File: config.mk
export PLATFORM = sky130hd
export DESIGN_NAME = gated_and_reload_timers
export DESIGN_NICKNAME = d
export VERILOG_FILES = /design/src/logic/gated_and_reload_timers.v /design/src/logic/count_step_gen.v
export VERILOG_INCLUDE_DIRS = /design/src /design/src/include
export SDC_FILE = /design/constraint.sdc
export NUM_CORES = 1
export LEC_CHECK = 0
export CORE_MARGIN = 1
export CORE_UTILIZATION = 44
export DETAILED_ROUTE_END_ITERATION = 8
export DONT_BUFFER_PORTS = 1
export SYNTH_ARGS = -nofsm -noshare
export SYNTH_HDL_FRONTEND = slang
export SYNTH_SLANG_ARGS = --single-unit
File: constraint.sdc
create_clock -name clk_i -period 4.2 [get_ports clk_i]
set_clock_uncertainty 0.2 [all_clocks]
set_input_delay 0.84 -clock clk_i [delete_from_list [all_inputs] [get_ports clk_i]]
set_output_delay 0.84 -clock clk_i [all_outputs]
set_load 0.03 [all_outputs]
File: src/include/gated_timers_consts.vh
`ifndef GATED_TIMERS_CONSTS_VH
`define GATED_TIMERS_CONSTS_VH

// Register byte addresses (word aligned)
`define ADDR_CONTROL 8'h00
`define ADDR_SCALE 8'h04
`define ADDR_COUNT0 8'h08
`define ADDR_COUNT1 8'h0c
`define ADDR_AR_CTRL 8'h10
`define ADDR_AR_RELOAD 8'h14
`define ADDR_AR_COUNT 8'h18
`define ADDR_IRQ_STATUS 8'h1c
`define ADDR_IRQ_MASK 8'h20

// Control register fields, timer 0 in bits 3:0, timer 1 in bits 7:4
`define CTL_RUN 0
`define CTL_GATE 1
`define CTL_CSEL 2
`define CTL_SYSCLK 3
`define CTL_T1_OFS 4
`define CTL_RESET 8'h00

// Clock scale field: 0 = /12, 1 = /4, 2 = /48, 3 = /8
`define SCALE_RESET 2'h0
`define DIV12 6'h0b
`define DIV4 6'h03
`define DIV48 6'h2f
`define DIV8 6'h07

// Auto-reload control fields
`define AR_RUN 0
`define AR_EXEN 1
`define AR_DCEN 2
`define AR_CPRL 3
`define AR_XFLAG 4
`define AR_RESET 5'h00

// Interrupt bits
`define IRQ_T0 0
`define IRQ_T1 1
`define IRQ_AR 2
`define IRQ_W 3

`define TMR13_W 13
`define TMR16_W 16
`define AR_ALL_ONES 16'hffff

`endif

File: src/logic/gated_and_reload_timers.v
// Notes on behaviour
// - Counter mode counts event pin falling edges
// - Timer mode: sysclk or prescaled clock
// - Count only when run and gate allow
// - Run bit never clears the count
// - Timer 1 mirrors timer 0, gate input 1
// - Up overflow: flag, irq, reload, keep running
// - External falling edge reloads when enabled
// - Decrement enable: pin picks direction only
// - Down match reload: flag, irq, load ones
// - Clear select bit; run bit starts timer
// - External flag toggles on over/underflow
//
// The implementer's own choices: register access over Wishbone and the register offsets.
`timescale 1ns/1ps
`default_nettype none
`include "gated_timers_consts.vh"

module gated_and_reload_timers (
   // Clock, enable, reset
   input wire clk_i,
   input wire rst_i,
   input wire ce_i,
   // Wishbone classic slave
   input wire cyc_i,
   input wire stb_i,
   input wire we_i,
   input wire [7:0] adr_i,
   input wire [3:0] sel_i,
   input wire [31:0] dat_i,
   output reg [31:0] dat_o,
   output reg ack_o,
   // External pins
   input wire timer0_event_pin_i,
   input wire timer1_event_pin_i,
   input wire ext_gate_input0_i,
   input wire ext_gate_input1_i,
   input wire timer_ext_pin_i,
   // Status outputs
   output reg external_toggle_flag_o,
   output reg irq_o
);

////////////////////////////////////////////////////////////////////////////////
// Registers

reg [7:0] timer_control_reg;
reg [1:0] clock_scale_control;
reg [`TMR13_W-1:0] count0;
reg [`TMR13_W-1:0] count1;
reg run_control_n;
reg external_enable_n;
reg decrement_enable_n;
reg capture_reload_select_n;
reg [`TMR16_W-1:0] reload_pair;
reg [`TMR16_W-1:0] ar_count;
reg [`IRQ_W-1:0] irq_status;
reg [`IRQ_W-1:0] irq_mask;

reg [1:0] ev_pin_q;
reg ext_pin_q;

wire bus_req;
wire wr_en;
wire [1:0] ev_pins;
wire [1:0] gate_pins;
wire [1:0] ev_fall;
wire [1:0] t13_ovf;
wire presc_tick;
wire ext_fall;
wire ar_active;
wire ar_up;
wire ar_ovf;
wire ar_unf;
wire ar_reload_edge;
wire [`IRQ_W-1:0] irq_events;
wire [`IRQ_W-1:0] clear_bits;
wire [`IRQ_W-1:0] next_status;
wire st_hit;
wire ar_cnt_hit;
wire ar_wr_lo;
wire ar_wr_hi;
wire ar_wr;
wire ar_event;
wire [`TMR16_W-1:0] ar_loaded;
wire [`TMR16_W-1:0] ar_inc;
wire [`TMR16_W-1:0] ar_dec;
reg [31:0] next_dat;

// The ack term keeps a held request from being taken twice
assign bus_req = cyc_i & stb_i & ~ack_o;
assign wr_en = bus_req & we_i & ce_i;
assign ev_pins = {timer1_event_pin_i, timer0_event_pin_i};
assign gate_pins = {ext_gate_input1_i, ext_gate_input0_i};

////////////////////////////////////////////////////////////////////////////////
// Prescaler

// One prescaler serves both timers, so their ticks stay in step
count_step_gen u_step (
   .clk_i(clk_i),
   .rst_i(rst_i),
   .ce_i(ce_i),
   .scale_i(clock_scale_control),
   .tick_o(presc_tick)
);

////////////////////////////////////////////////////////////////////////////////
// Pin edge detection (pins are synchronous to clk_i)

always @(posedge clk_i) begin
   if (rst_i) begin
      // Idle high after reset, so release shows no false edge
      ev_pin_q <= 2'h3;
      ext_pin_q <= 1'b1;
   end else if (ce_i) begin
      ev_pin_q <= ev_pins;
      ext_pin_q <= timer_ext_pin_i;
   end
end

assign ev_fall = ev_pin_q & ~ev_pins;
assign ext_fall = ext_pin_q & ~timer_ext_pin_i;

////////////////////////////////////////////////////////////////////////////////
// 13-bit timers 0 and 1

genvar gi;
generate
   for (gi = 0; gi < 2; gi = gi + 1) begin : g_t13
      wire [3:0] cfg;
      wire run_ok;
      wire step;
      wire [`TMR13_W-1:0] cur;
      wire wr_hit;
      wire wr_lo;
      wire wr_hi;
      wire wr_any;
      wire [`TMR13_W-1:0] loaded;
      // Timer 1 reuses the same logic with its own config nibble, event and gate pins, and count address
      assign cfg = timer_control_reg[gi*`CTL_T1_OFS +: 4];
      assign cur = (gi == 0) ? count0 : count1;
      // Gate input only matters when gate bit set
      assign run_ok = cfg[`CTL_RUN] & (~cfg[`CTL_GATE] | gate_pins[gi]);
      assign step = run_ok & (cfg[`CTL_CSEL] ? ev_fall[gi] :
         (cfg[`CTL_SYSCLK] ? 1'b1 : presc_tick));
      assign wr_hit = wr_en & (adr_i == ((gi == 0) ? `ADDR_COUNT0 : `ADDR_COUNT1));
      // Low and high count bytes load through their own lanes
      assign wr_lo = wr_hit & sel_i[0];
      assign wr_hi = wr_hit & sel_i[1];
      assign wr_any = wr_lo | wr_hi;
      assign loaded = {wr_hi ? dat_i[`TMR13_W-1:8] : cur[`TMR13_W-1:8],
         wr_lo ? dat_i[7:0] : cur[7:0]};
      // A count that software overwrites reports no wrap
      assign t13_ovf[gi] = step & (&cur) & ce_i & ~wr_any;
      if (gi == 0) begin : g_c0
         always @(posedge clk_i) begin
            if (rst_i) begin
               count0 <= {`TMR13_W{1'b0}};
            end else if (ce_i) begin
               // Software load wins over a same-cycle count step
               if (wr_any) begin
                  count0 <= loaded;
               end else if (step) begin
                  count0 <= count0 + 13'h0001;
               end
            end
         end
      end else begin : g_c1
         always @(posedge clk_i) begin
            if (rst_i) begin
               count1 <= {`TMR13_W{1'b0}};
            end else if (ce_i) begin
               if (wr_any) begin
                  count1 <= loaded;
               end else if (step) begin
                  count1 <= count1 + 13'h0001;
               end
            end
         end
      end
   end
endgenerate

////////////////////////////////////////////////////////////////////////////////
// 16-bit auto-reload timer

// Capture mode is not built; with the select bit set the timer holds
assign ar_active = run_control_n & ~capture_reload_select_n;
assign ar_up = ~decrement_enable_n | timer_ext_pin_i;
// Up wrap restarts from the reload pair, down match from all ones
assign ar_ovf = ar_active & ar_up & (ar_count == `AR_ALL_ONES);
assign ar_unf = ar_active & ~ar_up & (ar_count == reload_pair);
// Direction pin edges never reload
assign ar_reload_edge = ar_active & external_enable_n & ~decrement_enable_n & ext_fall;
assign ar_inc = ar_count + 16'h0001;
assign ar_dec = ar_count - 16'h0001;

// Count bytes load through their own lanes, like the reload pair
assign ar_cnt_hit = wr_en & (adr_i == `ADDR_AR_COUNT);
assign ar_wr_lo = ar_cnt_hit & sel_i[0];
assign ar_wr_hi = ar_cnt_hit & sel_i[1];
assign ar_wr = ar_wr_lo | ar_wr_hi;
assign ar_loaded = {ar_wr_hi ? dat_i[`TMR16_W-1:8] : ar_count[`TMR16_W-1:8],
   ar_wr_lo ? dat_i[7:0] : ar_count[7:0]};
// Software load beats a same-cycle wrap: no flag, no toggle
assign ar_event = (ar_ovf | ar_unf) & ~ar_wr;

always @(posedge clk_i) begin
   if (rst_i) begin
      ar_count <= {`TMR16_W{1'b0}};
      external_toggle_flag_o <= 1'b0;
   end else if (ce_i) begin
      if (ar_wr) begin
         ar_count <= ar_loaded;
      end else if (ar_ovf || ar_reload_edge) begin
         ar_count <= reload_pair;
      end else if (ar_unf) begin
         ar_count <= `AR_ALL_ONES;
      end else if (ar_active) begin
         if (ar_up) begin
            ar_count <= ar_inc;
         end else begin
            ar_count <= ar_dec;
         end
      end
      // Reload edges alone leave the toggle flag as it is
      if (ar_event) begin
         external_toggle_flag_o <= ~external_toggle_flag_o;
      end
   end
end

////////////////////////////////////////////////////////////////////////////////
// Interrupt status, mask and output

// Toggle flag deliberately absent from the event set
assign irq_events = {ar_event, t13_ovf};
assign st_hit = wr_en & (adr_i == `ADDR_IRQ_STATUS) & sel_i[0];
assign clear_bits = st_hit ? dat_i[`IRQ_W-1:0] : {`IRQ_W{1'b0}};
// Set wins over write-one clear; nothing else clears
assign next_status = (irq_status & ~clear_bits) | irq_events;

always @(posedge clk_i) begin
   if (rst_i) begin
      irq_status <= {`IRQ_W{1'b0}};
      irq_o <= 1'b0;
   end else if (ce_i) begin
      irq_status <= next_status;
      // Follows the next status, so it rises with the flag
      irq_o <= |(next_status & irq_mask);
   end
end

////////////////////////////////////////////////////////////////////////////////
// Configuration registers

always @(posedge clk_i) begin
   if (rst_i) begin
      timer_control_reg <= `CTL_RESET;
      clock_scale_control <= `SCALE_RESET;
      run_control_n <= 1'b0;
      external_enable_n <= 1'b0;
      decrement_enable_n <= 1'b0;
      capture_reload_select_n <= 1'b0;
      reload_pair <= {`TMR16_W{1'b0}};
      irq_mask <= {`IRQ_W{1'b0}};
   end else if (wr_en) begin
      case (adr_i)
         `ADDR_CONTROL: begin
            if (sel_i[0]) begin
               timer_control_reg <= dat_i[7:0];
            end
         end
         `ADDR_SCALE: begin
            if (sel_i[0]) begin
               clock_scale_control <= dat_i[1:0];
            end
         end
         `ADDR_AR_CTRL: begin
            if (sel_i[0]) begin
               run_control_n <= dat_i[`AR_RUN];
               external_enable_n <= dat_i[`AR_EXEN];
               decrement_enable_n <= dat_i[`AR_DCEN];
               capture_reload_select_n <= dat_i[`AR_CPRL];
            end
         end
         // Either reload byte may be loaded alone
         `ADDR_AR_RELOAD: begin
            if (sel_i[0]) begin
               reload_pair[7:0] <= dat_i[7:0];
            end
            if (sel_i[1]) begin
               reload_pair[15:8] <= dat_i[15:8];
            end
         end
         `ADDR_IRQ_MASK: begin
            if (sel_i[0]) begin
               irq_mask <= dat_i[`IRQ_W-1:0];
            end
         end
         default: begin
         end
      endcase
   end
end

////////////////////////////////////////////////////////////////////////////////
// Read mux and acknowledge

always @* begin
   next_dat = 32'h00000000;
   case (adr_i)
      `ADDR_CONTROL: next_dat[7:0] = timer_control_reg;
      `ADDR_SCALE: next_dat[1:0] = clock_scale_control;
      `ADDR_COUNT0: next_dat[`TMR13_W-1:0] = count0;
      `ADDR_COUNT1: next_dat[`TMR13_W-1:0] = count1;
      // Toggle flag reads back as bit 4 of the auto-reload control word
      `ADDR_AR_CTRL: next_dat[4:0] = {external_toggle_flag_o, capture_reload_select_n,
         decrement_enable_n, external_enable_n, run_control_n};
      `ADDR_AR_RELOAD: next_dat[`TMR16_W-1:0] = reload_pair;
      `ADDR_AR_COUNT: next_dat[`TMR16_W-1:0] = ar_count;
      `ADDR_IRQ_STATUS: next_dat[`IRQ_W-1:0] = irq_status;
      `ADDR_IRQ_MASK: next_dat[`IRQ_W-1:0] = irq_mask;
      default: next_dat = 32'h00000000;
   endcase
end

// Unmapped addresses ack with zero data; one cycle latency
always @(posedge clk_i) begin
   if (rst_i) begin
      ack_o <= 1'b0;
      dat_o <= 32'h00000000;
   end else if (ce_i) begin
      ack_o <= bus_req;
      if (bus_req && !we_i) begin
         dat_o <= next_dat;
      end
   end
end

endmodule // gated_and_reload_timers

`default_nettype wire

File: src/logic/count_step_gen.v
`timescale 1ns/1ps
`default_nettype none
`include "gated_timers_consts.vh"

// Prescaled tick generator shared by both 13-bit timers
module count_step_gen (
   // Clock and reset
   input wire clk_i,
   input wire rst_i,
   input wire ce_i,
   // Selection
   input wire [1:0] scale_i,
   // Tick
   output reg tick_o
);

reg [5:0] div_cnt;
reg [5:0] div_top;

always @* begin
   case (scale_i)
      2'h0: div_top = `DIV12;
      2'h1: div_top = `DIV4;
      2'h2: div_top = `DIV48;
      default: div_top = `DIV8;
   endcase
end

always @(posedge clk_i) begin
   if (rst_i) begin
      div_cnt <= 6'h00;
      tick_o <= 1'b0;
   end else if (ce_i) begin
      // Wrap also when the field shrinks below current count
      if (div_cnt >= div_top) begin
         div_cnt <= 6'h00;
         tick_o <= 1'b1;
      end else begin
         div_cnt <= div_cnt + 6'h01;
         tick_o <= 1'b0;
      end
   end
end

endmodule // count_step_gen

`default_nettype wire

# Word level (Yosys, flattened, before mapping)
# Index checks and enable logic that the tools add are counted.
[word_totals] regBits=107 latchBits=0 mem_bits_rw=0 romBits=0 in_bits=55 output_inout_bits=35 word_cells=161 mem_count=0
[op_classes] add_sub_neg=5 multipliers=0 div_mod_pow=0 order_cmp=1 eq_ne=18 shift=0 mux=29 n_bitwise=59 n_reduce_logical=25
[ops] operator="$mux 16" n=5
[ops] operator="$mux 13" n=4
[ops] operator="$reduce_and 3->1" n=12
[ops] operator="$and 1x1->1" n=35
[ops] operator="$eq 8x5->1 const B" n=4
[ops] operator="$mux 8" n=4
[ops] operator="$add 13x1->13 const B" n=2
[ops] operator="$reduce_and 13->1" n=2
[ops] operator="$pmux 5 s4" n=1
[ops] operator="$pmux 2 s9" n=1
[ops] operator="$pmux 6 s3" n=1
[ops] operator="$add 16x1->16 const B" n=1
[ops] operator="$eq 16x16->1" n=1
[ops] operator="$eq 16x16->1 const B" n=1
[ops] operator="$eq 8x4->1 const B" n=2
[ops] operator="$sub 16x1->16 const B" n=1
[ops] operator="$pmux 3 s5" n=1
[ops] operator="$ne 2x2->1 const B" n=6
[ops] operator="$pmux 2 s6" n=1
[ops] operator="$not 1->1" n=11
[ops] operator="$mux 5" n=2
[ops] operator="$eq 8x3->1 const B" n=1
[ops] operator="$eq 8x6->1 const B" n=1
[ops] operator="$logic_not 8->1" n=1
[ops] operator="other kinds (23)" n=36

# Longest topological paths before layout
[logic_depth] ltp_word=12 ltp_mapped=12 depth_no_buf=10

# Cells and area by module
# Synthesis repeated with hierarchy kept, for this count alone.
[unflattened] cells_unflattened=884 area_unflattened_um2=6964.2
[by_module_without_submodules] module="gated_and_reload_timers" instances=1 cells_each=837 area_per_inst_um2=6553.8 seq_area_each_um2=2001.9
[by_module_without_submodules] module="count_step_gen" instances=1 cells_each=47 area_per_inst_um2=410.4 seq_area_each_um2=140.1

# Worst setup path before layout
# OpenSTA, ideal clock, no wires.
[synth_timing] path_type="input-to-reg" startpoint="in timer_ext_pin_i" endpoint="reg ar_count[14]" setup_ns=0.126 t_arrival_ns=3.072 required_time_ns=3.874 slack_ns=0.802 cell_stages=12 n_path_buf=2 cell_sequence="nor2b_1 -> clkbuf_1 -> nand2b_1 -> nand2_1 -> ha_1 -> buf_1 -> nor2_1 -> a2111o_1 -> or4_1 -> and3_1 -> nor3_1 -> a211oi_1"
[synth_via] elab_chain_len=7 word_cells_on_any_way=17 classes_between="5 x mux; 9 x bitwise; 3 x reduce/logical"
[synth_lines] item="from (decl)" line="gated_and_reload_timers.v:38" text="input wire timer_ext_pin_i,"
[synth_lines] item="$or 1x1->1" line="gated_and_reload_timers.v:190" text="assign ar_up = ~decrement_enable_n | timer_ext_pin_i;"
[synth_lines] item="$not 1->1" line="gated_and_reload_timers.v:193" text="assign ar_unf = ar_active & ~ar_up & (ar_count == reload_pair);"
[synth_lines] item="$and 1x1->1 (2 in series)" line="gated_and_reload_timers.v:193"
[synth_lines] item="$mux 16" line="gated_and_reload_timers.v:218" text="end else if (ar_unf) begin"
[synth_lines] item="$mux 16" line="gated_and_reload_timers.v:216" text="end else if (ar_ovf || ar_reload_edge) begin"
[synth_lines] item="$mux 16" line="gated_and_reload_timers.v:214" text="if (ar_wr) begin"
[synth_lines] item="to (signal assigned)" line="gated_and_reload_timers.v:215" text="ar_count <= ar_loaded;"
[synth_lines] item="to (signal assigned)" line="gated_and_reload_timers.v:217" text="ar_count <= reload_pair;"
[synth_lines] item="to (signal assigned)" line="gated_and_reload_timers.v:219" text="ar_count <= `AR_ALL_ONES;"
[synth_lines] item="to (decl)" line="gated_and_reload_timers.v:56" text="reg [`TMR16_W-1:0] ar_count;"
# Several ways; a longest one is shown, not always the timed one. The select of a mux whose other input is x is not followed.
# A chain may end at the register's enable or synchronous reset.

# Final worst setup path
[layout_timing] startpoint="in adr_i[7]" endpoint="reg irq_o"
[layout_via] elab_chain_len=9 word_cells_on_any_way=30 classes_between="4 x eq/ne; 1 x mux; 24 x bitwise; 1 x reduce/logical"
[layout_lines] item="from (decl)" line="gated_and_reload_timers.v:28" text="input wire [7:0] adr_i,"
[layout_lines] item="$eq 8x5->1 or $eq 8x4->1 (tied branches)"
[layout_lines] item="$and 1x1->1, on equally long branches" line="gated_and_reload_timers.v:239, gated_and_reload_timers.v:147, gated_and_reload_timers.v:200"
[layout_lines] item="$and 1x1->1, on equally long branches"
[layout_lines] item="$mux 3 (tied with other cells)" line="gated_and_reload_timers.v:240" text="assign clear_bits = st_hit ? dat_i[`IRQ_W-1:0] : {`IRQ_W{1'b0}};"
[layout_lines] item="$not 3->3 (tied with other cells)" line="gated_and_reload_timers.v:242" text="assign next_status = (irq_status & ~clear_bits) | irq_events;"
[layout_lines] item="$and 3x3->3 (tied with other cells)" line="gated_and_reload_timers.v:242"
[layout_lines] item="$or 3x3->3 *" line="gated_and_reload_timers.v:242"
[layout_lines] item="$and 3x3->3 *" line="gated_and_reload_timers.v:251" text="irq_o <= |(next_status & irq_mask);"
[layout_lines] item="$reduce_or 3->1 *" line="gated_and_reload_timers.v:251"
[layout_lines] item="to (signal assigned)" line="gated_and_reload_timers.v:251"
[layout_lines] item="to (decl)" line="gated_and_reload_timers.v:41" text="output reg irq_o"
# Every way passes the cells marked *; elsewhere a longest branch is shown, timed or not.

==> reports/summary.json <==
{
  "status": "finished, final reports clean",
  "postSynthRegisterBits": 107,
  "initial_utilization": 0.458,
  "met1_length_mm": 10.7,
  "io_pins": 90,
  "routed-via-count": 6824,
  "timing.reg2reg.worst_path_depth": 6,
  "worst_pin_slew_ns": 0.801,
  "n_antenna_cell": 0,
  "drv_slew": 0,
  "route.detailed.drc": 0,
  "met3_wirelength_mm": 1.66,
  "finalCoreUtilization": 0.482,
  "place_hpwl_mm": 16.5,
  "pre_cts_slack_ns": 0.743,
  "synth_top_area_frac": 0.303,
  "max_slew_margin": 0.459,
  "grt_pass1_wl_mm": 36.1,
  "cts_sinks": 107,
  "power.leakage_nw": 2.53,
  "synth.top_cells.by_count": "dfxtp_1, nand2_1, nor2_1",
  "h_tree_level_count": 3,
  "drv.max_cap_violation_count": 0,
  "ys_dominant_reg_cell": "dfxtp_1",
  "number_of_input_and_output_port_buffers_inserted": 0,
  "finalWorstPathRequiredPeriod_ns": 3.09,
  "chipWidth_um": 129,
  "setup-violations-final": 0,
  "core_region_area_um2": 15400,
  "postSynthAreaPerCell_um2": 7.71,
  "timing.critical_path.arrival_ns": 3.16,
  "final_min_period_over_clock_period": 0.736,
  "critical_path.startpoint_type": "input port",
  "criticalPathCategory": "in2reg",
  "first_global_vias": 6254,
  "synth_edf_count": 0,
  "drt_first_pass_iters": 5,
  "ctsHoldBuffers": 0,
  "rr_endpoint": "ar_count[8]",
  "place_area_um2": 7150,
  "ir_drop_mv": 0.235,
  "topRoutingLayerUsed": "met4",
  "number_of_antenna_violating_nets_in_the_routed_design": 0,
  "yosysUniqueCellTypes": 72,
  "fmax_mhz": 324,
  "detail_route.wl_per_cell_um": 20.7,
  "cts_post_setup_buffers_inserted": 0,
  "cts_root_buffer": "clkbuf_16",
  "yosys.area.top_type": "dfxtp_1",
  "setup_tns_ns": 0,
  "synth_sequential_area_ratio": 0.303,
  "layout.cell_area.non_filler_um2": 7440,
  "fp-row-count": 45,
  "tritoncts_clock_tree": "yes",
  "groute.usage.overall": 0.285,
  "critical_path.reg2reg.startpoint": "ack_o",
  "gp_congestion": 0.919,
  "worst_path_largest_cell_delay_ns": 0.63,
  "biggest_registers_after_layout": "ar_count x16, dat_o x16, reload_pair x16",
  "crit_required_ns": 4.27,
  "grt_max_degree": 86,
  "syn_to_final_growth_pct": 5.15,
  "timing.critical_path.cells": "or4_4 > nor3_2 > a41oi_1 > a41o_1 > a221o_1 > o221a_1",
  "cts_made_buffers": 9,
  "post-route-worst-setup-slack_ns": 1.11,
  "worst_skew_pair.late_latency_ns": 0.37,
  "grt_overflow_total": 0,
  "critical_path.slowest_cell": "or4_4",
  "layout-drive-gt1-share": 0.0734,
  "wirelength_mm": 22.7,
  "fin_worst_hold_slack_ns": 0.275,
  "min_path_cells": 2,
  "min-delay-start": "ext_pin_q",
  "syn-instance-count": 917,
  "dieArea_um2": 16600,
  "path_class_of_the_lowest_slack_min_delay_path": "reg2reg",
  "clock_tree.buffer_depth": 2,
  "die_y_um": 129,
  "yosys_warnings": 0,
  "cts.reportedPaths.clkPinSlew_ns": 0.08,
  "initial_drt_markers": 799,
  "wl_met2_mm": 9.98,
  "powerDensity_nw_per_um2": 263,
  "final_nets": 943,
  "critPathMaxFanout": 10,
  "synth_most_common_cell": "dfxtp_1",
  "worst_setup_ep_type": "flop",
  "ys_async_sr_fraction": 0,
  "report.final.hold_viol_count": 0,
  "grt_antenna_before_repair": 0,
  "worstHoldEndpoint": "ext_pin_q",
  "cts_resized": 0,
  "ff2ff_setup_slack_ns": 1.14,
  "cell_area_after_technology_mapping_um2": 7070,
  "yosys-top-cells-area": "dfxtp_1, nand2_1, mux2i_1",
  "routed_via_density": 6.22,
  "rsz0062_at_grt": "false"
}
==> final cells by class <==
cell class / instances / area [µm²]
clock buffers: 11 / 243
clock inverters: 5 / 43.8
fillers: 1596 / 7990
inverters: 21 / 78.8
multi-input cells: 720 / 4500
flip-flops and latches: 107 / 2140
well taps: 211 / 264
repair buffers: 22 / 165
==> per-layer routing <==
layer / track usage / vias up
li1: - / 3272
met2: 0.426 / 274
met4: 0.0789 / 0
met5: 0 / -
met1: 0.408 / 3253
met3: 0.0657 / 25
==> where the power goes <==
group          switching, W  total (W)  internal (W)
sequential       0.00000814    0.00103       0.00102
combinational     0.0000561  0.0000794     0.0000233
clock              0.000421   0.000849      0.000428
==> per-stage QoR <==
stage	std cells	total power, W
after floorplan	932	0.00115
after global placement	1081	0.00113
after detailed placement	1081	0.00113
after CTS	1097	0.00197
after global routing	1097	0.00202
final	1097	0.00196
==> layout by cell type, fill, tap and decap left out, drive strengths merged, types with 9 or more instances in the layout <==
master / count
dfxtp: 107
nand2: 102
nor2: 86
a21oi: 67
o21ai: 55
mux2i: 36
xor2: 27
nor3: 27
nand3: 26
nor4: 26
a22oi: 23
inv: 23
buf: 22
nand4: 20
and3: 16
conb: 16
o21bai: 15
or3: 11
a211oi: 11
clkbuf: 11
o22ai: 10
o311ai: 9
a311oi: 9
==> critical path, delay by kind of cell <==
| kind | cells | cell delay (ns) |
|---|---|---|
| AO/OA/AOI/OAI | 4 | 1.17 |
| AND/OR/NAND/NOR | 2 | 1.14 |
==> how the worst max path moves through the flow <==
stage | startpoint | endpoint | slack, ns | depth (start not counted)
after floorplan | timer_ext_pin_i | ar_count[14] | 0.80 | 12
after global placement | adr_i[7] | irq_o | 0.73 | 6
after detailed placement | adr_i[7] | irq_o | 0.74 | 6
after CTS | adr_i[7] | irq_o | 1.15 | 6
after global routing | ack_o | ar_count[14] | 0.89 | 6
final | adr_i[7] | irq_o | 1.11 | 6
==> logic make-up (layout without fill, tap and decap cells) <==
kind of cell               after synthesis  count (layout)  synth area share
other                                    1              16          0.000530
DFF                                    107             107             0.303
muxes                                   40              40            0.0621
adders and majority gates                7               7            0.0124
xor gates and xnor gates                32              32            0.0396
and+or+nand+nor                        362             362             0.267
AOI/OAI and AO/OA                      263             263             0.246
buffers and inverters                  105              59            0.0697
No activity file was read; power rests on OpenSTA's default activity.
